$ cat src/inc/osdcp_defs.svh
`ifndef OSDCP_DEFS_SVH
`define OSDCP_DEFS_SVH

// ****************************************
// register byte offsets
// ****************************************
`define OSDCP_OFF_CUR_WIDTH 8'h00
`define OSDCP_OFF_CUR_HEIGHT 8'h04
`define OSDCP_OFF_RSV_A 8'h08
`define OSDCP_OFF_RSV_B 8'h0C
`define OSDCP_OFF_WIN0_BASE 8'h10
`define OSDCP_OFF_WIN1_BASE 8'h30
`define OSDCP_OFF_CUR_STATUS 8'h50
`define OSDCP_WIN_SPAN 8'h20

// ****************************************
// field positions
// ****************************************
`define OSDCP_CUR_MSB 10
`define OSDCP_EVEN_MSB 7
`define OSDCP_EVEN_LSB 0
`define OSDCP_ODD_MSB 15
`define OSDCP_ODD_LSB 8
`define OSDCP_STAT_H_LSB 16

// ****************************************
// reset values
// ****************************************
`define OSDCP_RST_WORD 32'h0000_0000
`define OSDCP_RST_CUR 11'h000
`define OSDCP_RST_PAL 8'h00
`define OSDCP_CUR_MIN 11'h001

`endif

$ cat src/inc/osdcp_pkg.sv
package osdcp_pkg;

  // bits per pixel of a bitmap window, one-hot
  typedef enum logic [2:0] {
    OSDCP_BPP1 = 3'b001,
    OSDCP_BPP2 = 3'b010,
    OSDCP_BPP4 = 3'b100
  } osdcp_bpp_type;

  // one bitmap pixel to translate
  typedef struct packed {
    logic valid;
    logic win;
    osdcp_bpp_type mode;
    logic [3:0] value;
  } osdcp_pix_type;

  // translated palette address
  typedef struct packed {
    logic valid;
    logic [7:0] addr;
  } osdcp_pal_type;

endpackage

$ cat src/rtl/osdcp_top.sv
// The APB slave port and the register offsets were left to the implementer.
`timescale 1ns/1ns
`default_nettype none
`include "osdcp_defs.svh"

module osdcp_top
  import osdcp_pkg::*;
#(
  parameter int ADDR_W = 8
) (
  // clock and reset
  input wire logic CLK,
  input wire logic RST_N,
  // apb slave
  input wire logic PSEL,
  input wire logic PENABLE,
  input wire logic PWRITE,
  input wire logic [ADDR_W-1:0] PADDR,
  input wire logic [31:0] PWDATA,
  output logic PREADY,
  output logic [31:0] PRDATA,
  output logic PSLVERR,
  // display timing
  input wire logic VSYNC_EVENT,
  // pixel translation
  input wire osdcp_pix_type PIX_REQ,
  output osdcp_pal_type PAL_OUT,
  // latched cursor size
  output logic [10:0] CUR_WIDTH,
  output logic [10:0] CUR_HEIGHT
);

  // ****************************************
  // elaboration checks
  // ****************************************
  // the decode reads the whole low address byte, so narrower buses cannot reach it
  if (ADDR_W < 8 || ADDR_W > 32) begin : g_bad_addr
    $error("ADDR_W must lie between 8 and 32");
  end

  // ****************************************
  // declarations
  // ****************************************
  logic [7:0] off;
  logic setup;
  logic wr_en;
  logic sel_cw, sel_ch, sel_rsv, sel_w0, sel_w1, sel_st, hit;
  logic [2:0] pair;
  logic [31:0] nxt_rdata;
  logic [31:0] rdata_ff;
  logic slverr_ff;
  logic [10:0] cur_w_shd_ff;
  logic [10:0] cur_h_shd_ff;
  logic [10:0] cur_w_act_ff;
  logic [10:0] cur_h_act_ff;
  logic [1:0][15:0][7:0] pal_ff;
  logic [3:0] nxt_idx;
  osdcp_pal_type pal_out_ff;
  logic [7:0] w0_rel, w1_rel;

  // ****************************************
  // apb decode
  // ****************************************
  // only the low byte of the address selects; upper bits alias
  assign off = PADDR[7:0];
  assign setup = PSEL && !PENABLE;
  assign wr_en = PSEL && PENABLE && PWRITE && hit;
  assign w0_rel = off - `OSDCP_OFF_WIN0_BASE;
  assign w1_rel = off - `OSDCP_OFF_WIN1_BASE;

  // address decode, one word per register
  always_comb begin
    sel_cw = 1'b0;
    sel_ch = 1'b0;
    sel_rsv = 1'b0;
    sel_w0 = 1'b0;
    sel_w1 = 1'b0;
    sel_st = 1'b0;
    pair = 3'd0;
    if (off[1:0] != 2'b00) begin
      sel_cw = 1'b0;
    end else if (off == `OSDCP_OFF_CUR_WIDTH) begin
      sel_cw = 1'b1;
    end else if (off == `OSDCP_OFF_CUR_HEIGHT) begin
      sel_ch = 1'b1;
    end else if (off == `OSDCP_OFF_RSV_A || off == `OSDCP_OFF_RSV_B) begin
      sel_rsv = 1'b1;
    end else if (off >= `OSDCP_OFF_WIN0_BASE && off < `OSDCP_OFF_WIN1_BASE) begin
      sel_w0 = 1'b1;
      pair = w0_rel[4:2];
    end else if (off >= `OSDCP_OFF_WIN1_BASE && off < `OSDCP_OFF_CUR_STATUS) begin
      sel_w1 = 1'b1;
      pair = w1_rel[4:2];
    end else if (off == `OSDCP_OFF_CUR_STATUS) begin
      sel_st = 1'b1;
    end
  end

  assign hit = sel_cw || sel_ch || sel_rsv || sel_w0 || sel_w1 || sel_st;

  // read mux; reserved words and upper bits read as zero
  always_comb begin
    nxt_rdata = `OSDCP_RST_WORD;
    if (sel_cw) begin
      nxt_rdata[`OSDCP_CUR_MSB:0] = cur_w_shd_ff;
    end else if (sel_ch) begin
      nxt_rdata[`OSDCP_CUR_MSB:0] = cur_h_shd_ff;
    end else if (sel_w0 || sel_w1) begin
      nxt_rdata[`OSDCP_EVEN_MSB:`OSDCP_EVEN_LSB] = pal_ff[sel_w1][{pair, 1'b0}];
      nxt_rdata[`OSDCP_ODD_MSB:`OSDCP_ODD_LSB] = pal_ff[sel_w1][{pair, 1'b1}];
    end else if (sel_st) begin
      nxt_rdata[`OSDCP_CUR_MSB:0] = cur_w_act_ff;
      nxt_rdata[`OSDCP_STAT_H_LSB+10:`OSDCP_STAT_H_LSB] = cur_h_act_ff;
    end
  end

  // read data and error are captured in setup so the access phase needs no wait
  always_ff @(posedge CLK) begin
    if (!RST_N) begin
      rdata_ff <= `OSDCP_RST_WORD;
      slverr_ff <= 1'b0;
    end else if (setup) begin
      rdata_ff <= PWRITE ? `OSDCP_RST_WORD : nxt_rdata;
      slverr_ff <= !hit;
    end
  end

  assign PREADY = 1'b1;
  assign PRDATA = rdata_ff;
  assign PSLVERR = slverr_ff;

  // ****************************************
  // cursor size
  // ****************************************
  // shadow copies take software writes; upper bits are dropped
  always_ff @(posedge CLK) begin
    if (!RST_N) begin
      cur_w_shd_ff <= `OSDCP_RST_CUR;
      cur_h_shd_ff <= `OSDCP_RST_CUR;
    end else if (wr_en && sel_cw) begin
      cur_w_shd_ff <= PWDATA[`OSDCP_CUR_MSB:0];
    end else if (wr_en && sel_ch) begin
      cur_h_shd_ff <= PWDATA[`OSDCP_CUR_MSB:0];
    end
  end

  // active copies move only at vertical sync, so a frame never sees a torn size
  always_ff @(posedge CLK) begin
    if (!RST_N) begin
      cur_w_act_ff <= `OSDCP_CUR_MIN;
      cur_h_act_ff <= `OSDCP_CUR_MIN;
    end else if (VSYNC_EVENT) begin
      if (cur_w_shd_ff == `OSDCP_RST_CUR && cur_h_shd_ff == `OSDCP_RST_CUR) begin
        cur_w_act_ff <= `OSDCP_CUR_MIN;
        cur_h_act_ff <= `OSDCP_CUR_MIN;
      end else begin
        cur_w_act_ff <= cur_w_shd_ff;
        cur_h_act_ff <= cur_h_shd_ff; // no line is subtracted
      end
    end
  end

  assign CUR_WIDTH = cur_w_act_ff;
  assign CUR_HEIGHT = cur_h_act_ff;

  // ****************************************
  // palette maps
  // ****************************************
  // two independent tables; each word holds an even and an odd entry
  always_ff @(posedge CLK) begin
    if (!RST_N) begin
      pal_ff <= '0;
    end else if (wr_en && (sel_w0 || sel_w1)) begin
      pal_ff[sel_w1][{pair, 1'b0}] <= PWDATA[`OSDCP_EVEN_MSB:`OSDCP_EVEN_LSB];
      pal_ff[sel_w1][{pair, 1'b1}] <= PWDATA[`OSDCP_ODD_MSB:`OSDCP_ODD_LSB];
    end
  end

  // ****************************************
  // pixel translation
  // ****************************************
  // reduced depths replicate the value: 2-bit gives 0/5/A/F, 1-bit gives 0/F
  always_comb begin
    case (PIX_REQ.mode)
      OSDCP_BPP4: nxt_idx = PIX_REQ.value;
      OSDCP_BPP2: nxt_idx = {PIX_REQ.value[1:0], PIX_REQ.value[1:0]};
      OSDCP_BPP1: nxt_idx = {4{PIX_REQ.value[0]}};
      default: nxt_idx = 4'h0;
    endcase
  end

  // one registered lookup per pixel cycle toward the colour table
  always_ff @(posedge CLK) begin
    if (!RST_N) begin
      pal_out_ff <= '0;
    end else begin
      pal_out_ff.valid <= PIX_REQ.valid;
      pal_out_ff.addr <= PIX_REQ.valid ? pal_ff[PIX_REQ.win][nxt_idx] : `OSDCP_RST_PAL;
    end
  end

  assign PAL_OUT = pal_out_ff;

  logic both_zero;
  assign both_zero = cur_w_shd_ff == `OSDCP_RST_CUR && cur_h_shd_ff == `OSDCP_RST_CUR;
endmodule

`default_nettype wire
$ cat config.mk
export PLATFORM = sky130hd
export DESIGN_NAME = osdcp_top
export DESIGN_NICKNAME = d
export VERILOG_FILES = /design/src/inc/osdcp_pkg.sv /design/src/rtl/osdcp_top.sv
export VERILOG_INCLUDE_DIRS = /design/src /design/src/inc
export SDC_FILE = /design/constraint.sdc
export NUM_CORES = 1
export LEC_CHECK = 0
export BUFFER_PORTS_ARGS = -buffer_cell sky130_fd_sc_hd__buf_4
export CORE_UTILIZATION = 45
export CTS_CLUSTER_DIAMETER = 60
export DETAILED_ROUTE_END_ITERATION = 8
export PLACE_DENSITY = 0.66
export SLEW_MARGIN = 25
export SYNTH_ARGS = -nofsm -noshare
export SYNTH_HDL_FRONTEND = slang
export SYNTH_SLANG_ARGS = --single-unit
$ cat constraint.sdc
create_clock -name CLK -period 2.9 [get_ports CLK]
set_input_delay 0.725 -clock CLK [delete_from_list [all_inputs] [get_ports CLK]]
set_output_delay 0.725 -clock CLK [all_outputs]
set_load 0.005 [all_outputs]
Yosys cells after proc, flatten, opt, wreduce, memory -nomap -nowiden
Cells that the tools add are included.
{"block": "totals", "register_bits": 342, "inputBits": 55, "output_inout_bits": 65, "word_cells": 156}
{"block": "classes", "add_sub_neg": 2, "magnitude_cmp": 12, "n_eq_ne": 7, "muxes": 66, "bitwise": 1, "reduce_logical": 28}
{"op": "128-bit 2-to-1 mux", "count": 5}
{"op": "256-bit bitwise mux", "count": 2}
{"op": "128-bit demux with 1-bit select", "count": 2}
{"op": "120-bit 2-to-1 mux", "count": 1}
{"op": "11-bit 2-to-1 mux", "count": 8}
{"op": "8-bit binary-select mux with 3-bit select", "count": 2}
{"op": "8-bit demux with 3-bit select", "count": 2}
{"op": "8-bit 2-to-1 mux", "count": 5}
{"op": "8-bit binary-select mux with 4-bit select", "count": 1}
{"op": "16-bit 2-to-1 mux", "count": 2}
{"op": "1-bit 2-to-1 mux", "count": 27}
{"op": "27-bit 2-to-1 mux", "count": 1}
{"op": "11-bit zero test", "count": 2}
{"op": "3-bit 2-to-1 mux", "count": 6}
{"op": "8-bit by 4-bit equality test with 1-bit output, second input constant", "count": 2}
{"op": "4-bit by 5-bit less-than comparator with 1-bit output, second input constant", "count": 3}
{"op": "1-bit logical AND", "count": 13}
{"op": "4-bit case mux with 3 select lines", "count": 1}
{"op": "5-bit subtractor, second input constant", "count": 2}
{"op": "8-bit by 3-bit equality test with 1-bit output, second input constant", "count": 1}
{"op": "8-bit by 7-bit equality test with 1-bit output, second input constant", "count": 1}
{"op": "4-bit by 1-bit >= comparator with 1-bit output, second input constant", "count": 2}
{"op": "8-bit by 5-bit >= comparator with 1-bit output, second input constant", "count": 1}
{"op": "8-bit by 6-bit >= comparator with 1-bit output, second input constant", "count": 1}
{"op": "14 further kinds", "count": 23}

Longest topological paths before layout
{"block": "logic_depth", "word_depth": 16, "mapped_depth": 10}

Worst setup path after synthesis
Ideal clock, no wire load.
{"block": "synth_timing", "path_kind": "input -> register", "from": "input PIX_REQ[4] (netlist bit)", "to": "register pal_out_ff (netlist bit PAL_OUT[2])", "setup_ps": 126, "arrival_ps": 2715, "t_required_ps": 2774, "slack_ps": 58, "cell_stages": 8, "n_path_buf": 2, "cell_sequence": "buf_2 > and4bb_2 > a21oi_2 > buf_6 > mux4_2 > mux2_2 > nand3_1 > o211ai_1"}
{"block": "synth_via", "elab_chain_cells": 4, "word_cells_on_any_way": 6, "cone_classes": "eq/ne: 3; mux: 3"}
{"item": "start: declaration", "line": "osdcp_top.sv:26", "text": "input wire osdcp_pix_type PIX_REQ,"}
{"item": "3-bit by 1-bit equality test with 1-bit output (tied with other cells)", "line": "osdcp_top.sv:184", "text": "case (PIX_REQ.mode)"}
{"item": "4-bit case mux with 3 select lines *", "line": "osdcp_top.sv:184"}
{"item": "8-bit binary-select mux with 4-bit select *", "line": "osdcp_top.sv:198", "text": "pal_out_ff.addr <= PIX_REQ.valid ? pal_ff[PIX_REQ.win][nxt_idx] : `OSDCP_RST_PAL;"}
{"item": "8-bit 2-to-1 mux (not written as such) *", "line": "osdcp_top.sv:198"}
{"item": "end: declaration", "line": "osdcp_top.sv:58", "text": "osdcp_pal_type pal_out_ff;"}
Every way passes the cells marked *; elsewhere a longest branch is shown, timed or not. The select of a mux whose other input is x is not followed.
A chain may end at the register's enable or synchronous reset.

Worst setup path in the final report
{"block": "layout_timing", "from": "input PADDR[1]", "to": "register pal_ff[57] (netlist bit)"}
{"block": "layout_via", "elab_chain_cells": 15, "word_cells_on_any_way": 69, "cone_classes": "add/sub: 2; order compare: 8; eq/ne: 4; mux: 40; reduce/logical: 15"}
{"item": "start: declaration", "line": "osdcp_top.sv:18", "text": "input wire logic [ADDR_W-1:0] PADDR,"}
{"item": "8-bit by 6-bit >= comparator with 1-bit output (no line) / 8-bit by 7-bit less-than comparator with 1-bit output (equally long branches)"}
{"item": "1-bit logical AND (no line)"}
{"item": "3-bit 2-to-1 mux", "line": "osdcp_top.sv:91", "text": "end else if (off >= `OSDCP_OFF_WIN1_BASE && off < `OSDCP_OFF_CUR_STATUS) begin"}
{"item": "3-bit 2-to-1 mux", "line": "osdcp_top.sv:88", "text": "end else if (off >= `OSDCP_OFF_WIN0_BASE && off < `OSDCP_OFF_WIN1_BASE) begin"}
{"item": "3-bit 2-to-1 mux", "line": "osdcp_top.sv:86", "text": "end else if (off == `OSDCP_OFF_RSV_A || off == `OSDCP_OFF_RSV_B) begin"}
{"item": "3-bit 2-to-1 mux", "line": "osdcp_top.sv:84", "text": "end else if (off == `OSDCP_OFF_CUR_HEIGHT) begin"}
{"item": "3-bit 2-to-1 mux", "line": "osdcp_top.sv:82", "text": "end else if (off == `OSDCP_OFF_CUR_WIDTH) begin"}
{"item": "3-bit 2-to-1 mux", "line": "osdcp_top.sv:80", "text": "if (off[1:0] != 2'b00) begin"}
{"item": "4-bit by 5-bit less-than comparator with 1-bit output / 4-bit by 1-bit >= comparator with 1-bit output (equally long branches)", "line": "osdcp_top.sv:175", "text": "pal_ff[sel_w1][{pair, 1'b1}] <= PWDATA[`OSDCP_ODD_MSB:`OSDCP_ODD_LSB];"}
{"item": "1-bit logical AND", "line": "osdcp_top.sv:175"}
{"item": "8-bit 2-to-1 mux", "line": "osdcp_top.sv:175"}
{"item": "8-bit demux with 3-bit select", "line": "osdcp_top.sv:175"}
{"item": "128-bit 2-to-1 mux", "line": "osdcp_top.sv:175"}
{"item": "128-bit demux with 1-bit select", "line": "osdcp_top.sv:175"}
{"item": "256-bit bitwise mux", "line": "osdcp_top.sv:175"}
{"item": "end signal: indexed assignment", "line": "osdcp_top.sv:174", "text": "pal_ff[sel_w1][{pair, 1'b0}] <= PWDATA[`OSDCP_EVEN_MSB:`OSDCP_EVEN_LSB];"}
{"item": "end signal: indexed assignment", "line": "osdcp_top.sv:175"}
{"item": "end: declaration", "line": "osdcp_top.sv:56", "text": "logic [1:0][15:0][7:0] pal_ff;"}
Several ways; a longest one is shown, not always the timed one.

==> results.env <==
YS_FF_LATCH=337
FINALCRITPERIODSHARE=0.929
CLK_ROOT_BUFFER_CELL='sky130_fd_sc_hd__clkbuf_16'
FINAL_CRITICAL_PERIOD_NS=2.69
R2R-START='pal_ff[51]$_SDFFE_PN0P_'
HOLD_PATH_CLASS='reg2reg'
SYNTH_FLOP_CELL='sky130_fd_sc_hd__dfxtp_1'
PLACED_CELL_COUNT=2795
FINAL_CELL_MIX='sky130_fd_sc_hd__nand2_1 (583), sky130_fd_sc_hd__dfxtp_1 (337), sky130_fd_sc_hd__buf_4 (307)'
DRT_PASS1_ITERATIONS=7
CLK_TRANSITION_REPORTED_PATHS_NS=0.06
ANT_NETS=0
WORST-PATH-STAGES=9
GRT_PASS1_VIAS=16671
DRT_ITER0_MARKERS=2529
INITIAL_UTILIZATION=0.455
TRITONCTS_CLOCK_TREE='built'
HOLD_END='pal_ff[108]$_SDFFE_PN0P_'
POST_CTS_HOLD_BUFFER_COUNT=0
REPORT.FINAL.HOLD_VIOL_COUNT=0
NUMBER_OF_ANTENNA_VIOLATIONS_AT_THE_FIRST_CHECK_IN_GLOBAL_ROUTING=4
SYNTH_ENABLE_FLOP_CELLS=0
LAYOUT.NETS=2375
WORSTSETUPSTARTPOINTTYPE='primary input'
NFILLCELLS=3509
CRITPATHMAXFANOUT=9
SYN_INST=2137
CRIT_PATH_TOP_DELAY_CELL='sky130_fd_sc_hd__or3_1'
TOP_LEVEL_PORTS=120
NUMCTSBUFFERS=41
DIE_H_UM=200
NUM_ROWS=72
WORSTMARGINPINSLEW_NS=1.06
WIRE_LENGTH_AFTER_DETAILED_ROUTING_MM=72.1
CHIPWIDTH_UM=200
TIMING.MAX_CAP.VIOLATIONS=0
LAYOUT_OVERHEAD_ON_THE_SYNTHESIZED_AREA_PCT=22.9
CTSRESIZECOUNT=0
WORST_EP_ARRIVAL_TIME_NS=3.18
MAPPEDNETLISTAREA_SQ_UM=17600
MAXCLOCKFREQUENCY_MHz=371
R2R_SETUP_SLACK_NS=0.69
FP.COREAREA_SQ_UM=38600
CRITICAL_PATH.MOST_COMMON_CELL='sky130_fd_sc_hd__buf_4'
VIAS_PER_CELL=6.24
ASYNC_RESET_FF_FRAC=0
MAX-CLOCK-PATH-BUFFERS=3
POST_DRT_WL_PER_CELL_UM=25.1
IRDROPWORSTVDD_mV=0.390
FINALSETUPTNS_NS=0
GLOBAL_ROUTE.OVERFLOW_TOTAL=0
YS.WARNINGS.COUNT=0
GRT_USE_TOTAL=0.360
RSZ_0062_RAISED_AFTER_GLOBAL_ROUTING='no'
SEQ_AREA_FRAC_SYNTH=0.383
CRITICAL_PATH.CELL_CHAIN='buf_4 -> or3_4 -> buf_4 -> or3_1 -> buf_4 -> nor2_1 -> buf_4 -> nand2_1 -> a21boi_0'
GRT_PASS1_WL_MM=106
TIMING.RR.END='PRDATA[3]$_SDFFE_PN0P_'
POST_CTS_BUFFERS=0
MOSTFREQUENTLAYOUTCELL='sky130_fd_sc_hd__nand2_1'
NUM_VIAS=17923
DIE-AREA_SQ_UM=39900
GP_CONGESTION=1.06
SKEW_NS=0.0190
FINALWORSTSETUPSLACK_NS=0.205
HP-START='pal_ff[108]$_SDFFE_PN0P_'
PLACEMENT.IO_BUFFERS=97
CP_DATA_REQUIRED_TIME_NS=3.39
PATH_CLASS='in2reg'
HTREE_NUM_LEVELS=2
CP_TOP_FAMILY='simple AND/OR/NAND/NOR gates'
SYNTH.LIB_CELLS_USED.DISTINCT=75
CLK_LATENCY_WORST_SKEW_PAIR_NS=0.57
DEPTH_OF_THE_WORST_REGISTER_TO_REGISTER_PATH=7
TIMING.CRITICAL_PATH.BUF_INV=4
PLACEMENT.SETUP.WORST_SLACK_NS=-0.230
CRITICAL-PATH-MAX-STAGE-DELAY_NS=0.56
POST-ROUTE-DRC-COUNT=0
HPWL_MM=51.7
PIN_COUNT_OF_THE_BIGGEST_NET_ENTERING_GLOBAL_ROUTING=195
POST_ROUTE_CELLS_DRIVE_ABOVE_1_SHARE=0.197
LEAKAGE_nW=7.55
DRV_SLEW=0
SYNTH.AVG_CELL_AREA_SQ_UM=8.23
POWERDENSITY_nW_PER_UM2=491
POST_LAYOUT_NONFILLER_INSTANCES=2872
STATUS='complete, no violations'
END_KIND='flip-flop'
SETUP_VIOL=0
SLEW_HEADROOM=0.293
HOLD-PATH-CELL-COUNT=2
CLKSINKCOUNT=337
-- worst reg2reg max path: stages, from the launching register on --
cell                      delay (ns)
sky130_fd_sc_hd__dfxtp_1        0.34
sky130_fd_sc_hd__mux2i_1        0.51
sky130_fd_sc_hd__o31ai_1        0.36
sky130_fd_sc_hd__o22ai_1        0.26
sky130_fd_sc_hd__o22ai_1        0.13
sky130_fd_sc_hd__a22oi_1        0.24
sky130_fd_sc_hd__buf_4          0.18
sky130_fd_sc_hd__o21ai_0        0.07
-- metal layers --
layer,part of all wire,wire (um),GRT usage,vias to the layer above
met5,0.00015,11,0,-
met4,0.068,4870,0.230,2
met3,0.12,8720,0.0993,288
met2,0.42,30400,0.534,1205
met1,0.39,28100,0.459,8547
li1,-,-,-,7881
-- Yosys cell counts, drive strengths merged (3+ instances only) --
library cell    n  area share
nand2         583        0.12
dfxtp         337        0.38
a21boi        225       0.096
mux2i         164       0.093
clkbuf        126       0.027
nand3          97       0.028
nor2b          90       0.032
buf            72       0.022
o22ai          45       0.016
nor2           36      0.0082
o21ai          30      0.0085
a21oi          29      0.0093
a22oi          24       0.010
mux4           24       0.031
nor3           17      0.0051
o221ai         16      0.0080
nor4           15      0.0053
o211ai         14      0.0060
a32oi          13      0.0065
mux2           13      0.0083
nand4          13      0.0046
a2111oi        12      0.0060
a31oi          11      0.0039
a211oi         10      0.0046
inv            10      0.0021
a221o           9      0.0051
or3             9      0.0035
nand2b          8      0.0028
and2            7      0.0025
or4             6      0.0026
o31ai           5      0.0021
o41ai           5      0.0025
a21o            4      0.0017
a221oi          4      0.0020
a22o            4      0.0020
and3            4      0.0014
o21a            4      0.0017
a32o            3      0.0017
and4bb          3      0.0021
o22a            3      0.0015
o31a            3      0.0015
-- worst max-delay path by stage --
| stage | endpoint | startpoint | slack (ns) |
|---|---|---|---|
| CTS | PRDATA[7]$_SDFFE_PN0P_ | PADDR[1] | 0.35 |
| global route | PRDATA[10]$_SDFFE_PN0P_ | PADDR[4] | 0.21 |
| global placement | PRDATA[7]$_SDFFE_PN0P_ | PADDR[1] | -0.20 |
| finish | pal_ff[57]$_SDFFE_PN0P_ | PADDR[1] | 0.21 |
| floorplan | PAL_OUT[2]$_SDFF_PN0_ | PIX_REQ[4] | 0.06 |
| detailed placement | PRDATA[7]$_SDFFE_PN0P_ | PADDR[1] | -0.23 |
-- flip-flops by register name (all words and copies together), names as in the netlist --
register and count:
PSLVERR 1, cur_w_shd_ff 11, PAL_OUT 9, CUR_WIDTH 11, CUR_HEIGHT 11, pal_ff 256, PRDATA 27, cur_h_shd_ff 11
-- power by group --
group / total, mW / internal, mW / leakage (nW) / switching, mW
logic: 0.902 / 0.346 / 4.19 / 0.556
clock network: 5.07 / 2.92 / 0.644 / 2.15
registers: 4.64 / 4.64 / 2.71 / 0.00350
total: 10.6 / 7.90 / 7.55 / 2.71
-- per-stage QoR --
stage / instance area, sq um / total power, mW / util / hold slack (ns)
finish: 21600 / 10.6 / 0.559 / 0.470
global route: 21600 / 10.8 / 0.559 / 0.482
CTS: 21600 / 10.6 / 0.559 / 0.470
floorplan: 17600 / 5.20 / - / 0.443
global placement: 20300 / 5.60 / 0.525 / 0.457
detailed placement: 20300 / 5.61 / 0.525 / 0.462
-- logic make-up (layout without fill, tap and decap cells) --
logic type,Yosys count,in the layout,share of synthesized area
and+or+nand+nor,899,899,0.228
AOI/OAI and AO/OA,486,486,0.204
DFF,337,337,0.383
buffers and inverters,209,418,0.0512
muxes,201,201,0.132
xor gates and xnor gates,3,3,0.00149
other,2,10,0.000427
-- area by class of cell --
| type | count | area, sq um | area share |
|---|---|---|---|
| multi-input combinational | 1595 | 10000 | 0.464 |
| sequential | 337 | 6750 | 0.312 |
| timing repair buffer | 334 | 2840 | 0.131 |
| clock buffer | 53 | 1150 | 0.0534 |
| tap | 518 | 648 | 0.0300 |
| clock inverter | 20 | 160 | 0.00741 |
| inverter | 11 | 41.3 | 0.00191 |
| antenna | 4 | 10.0 | 0.000463 |
Power figures use the tool's default switching activity.
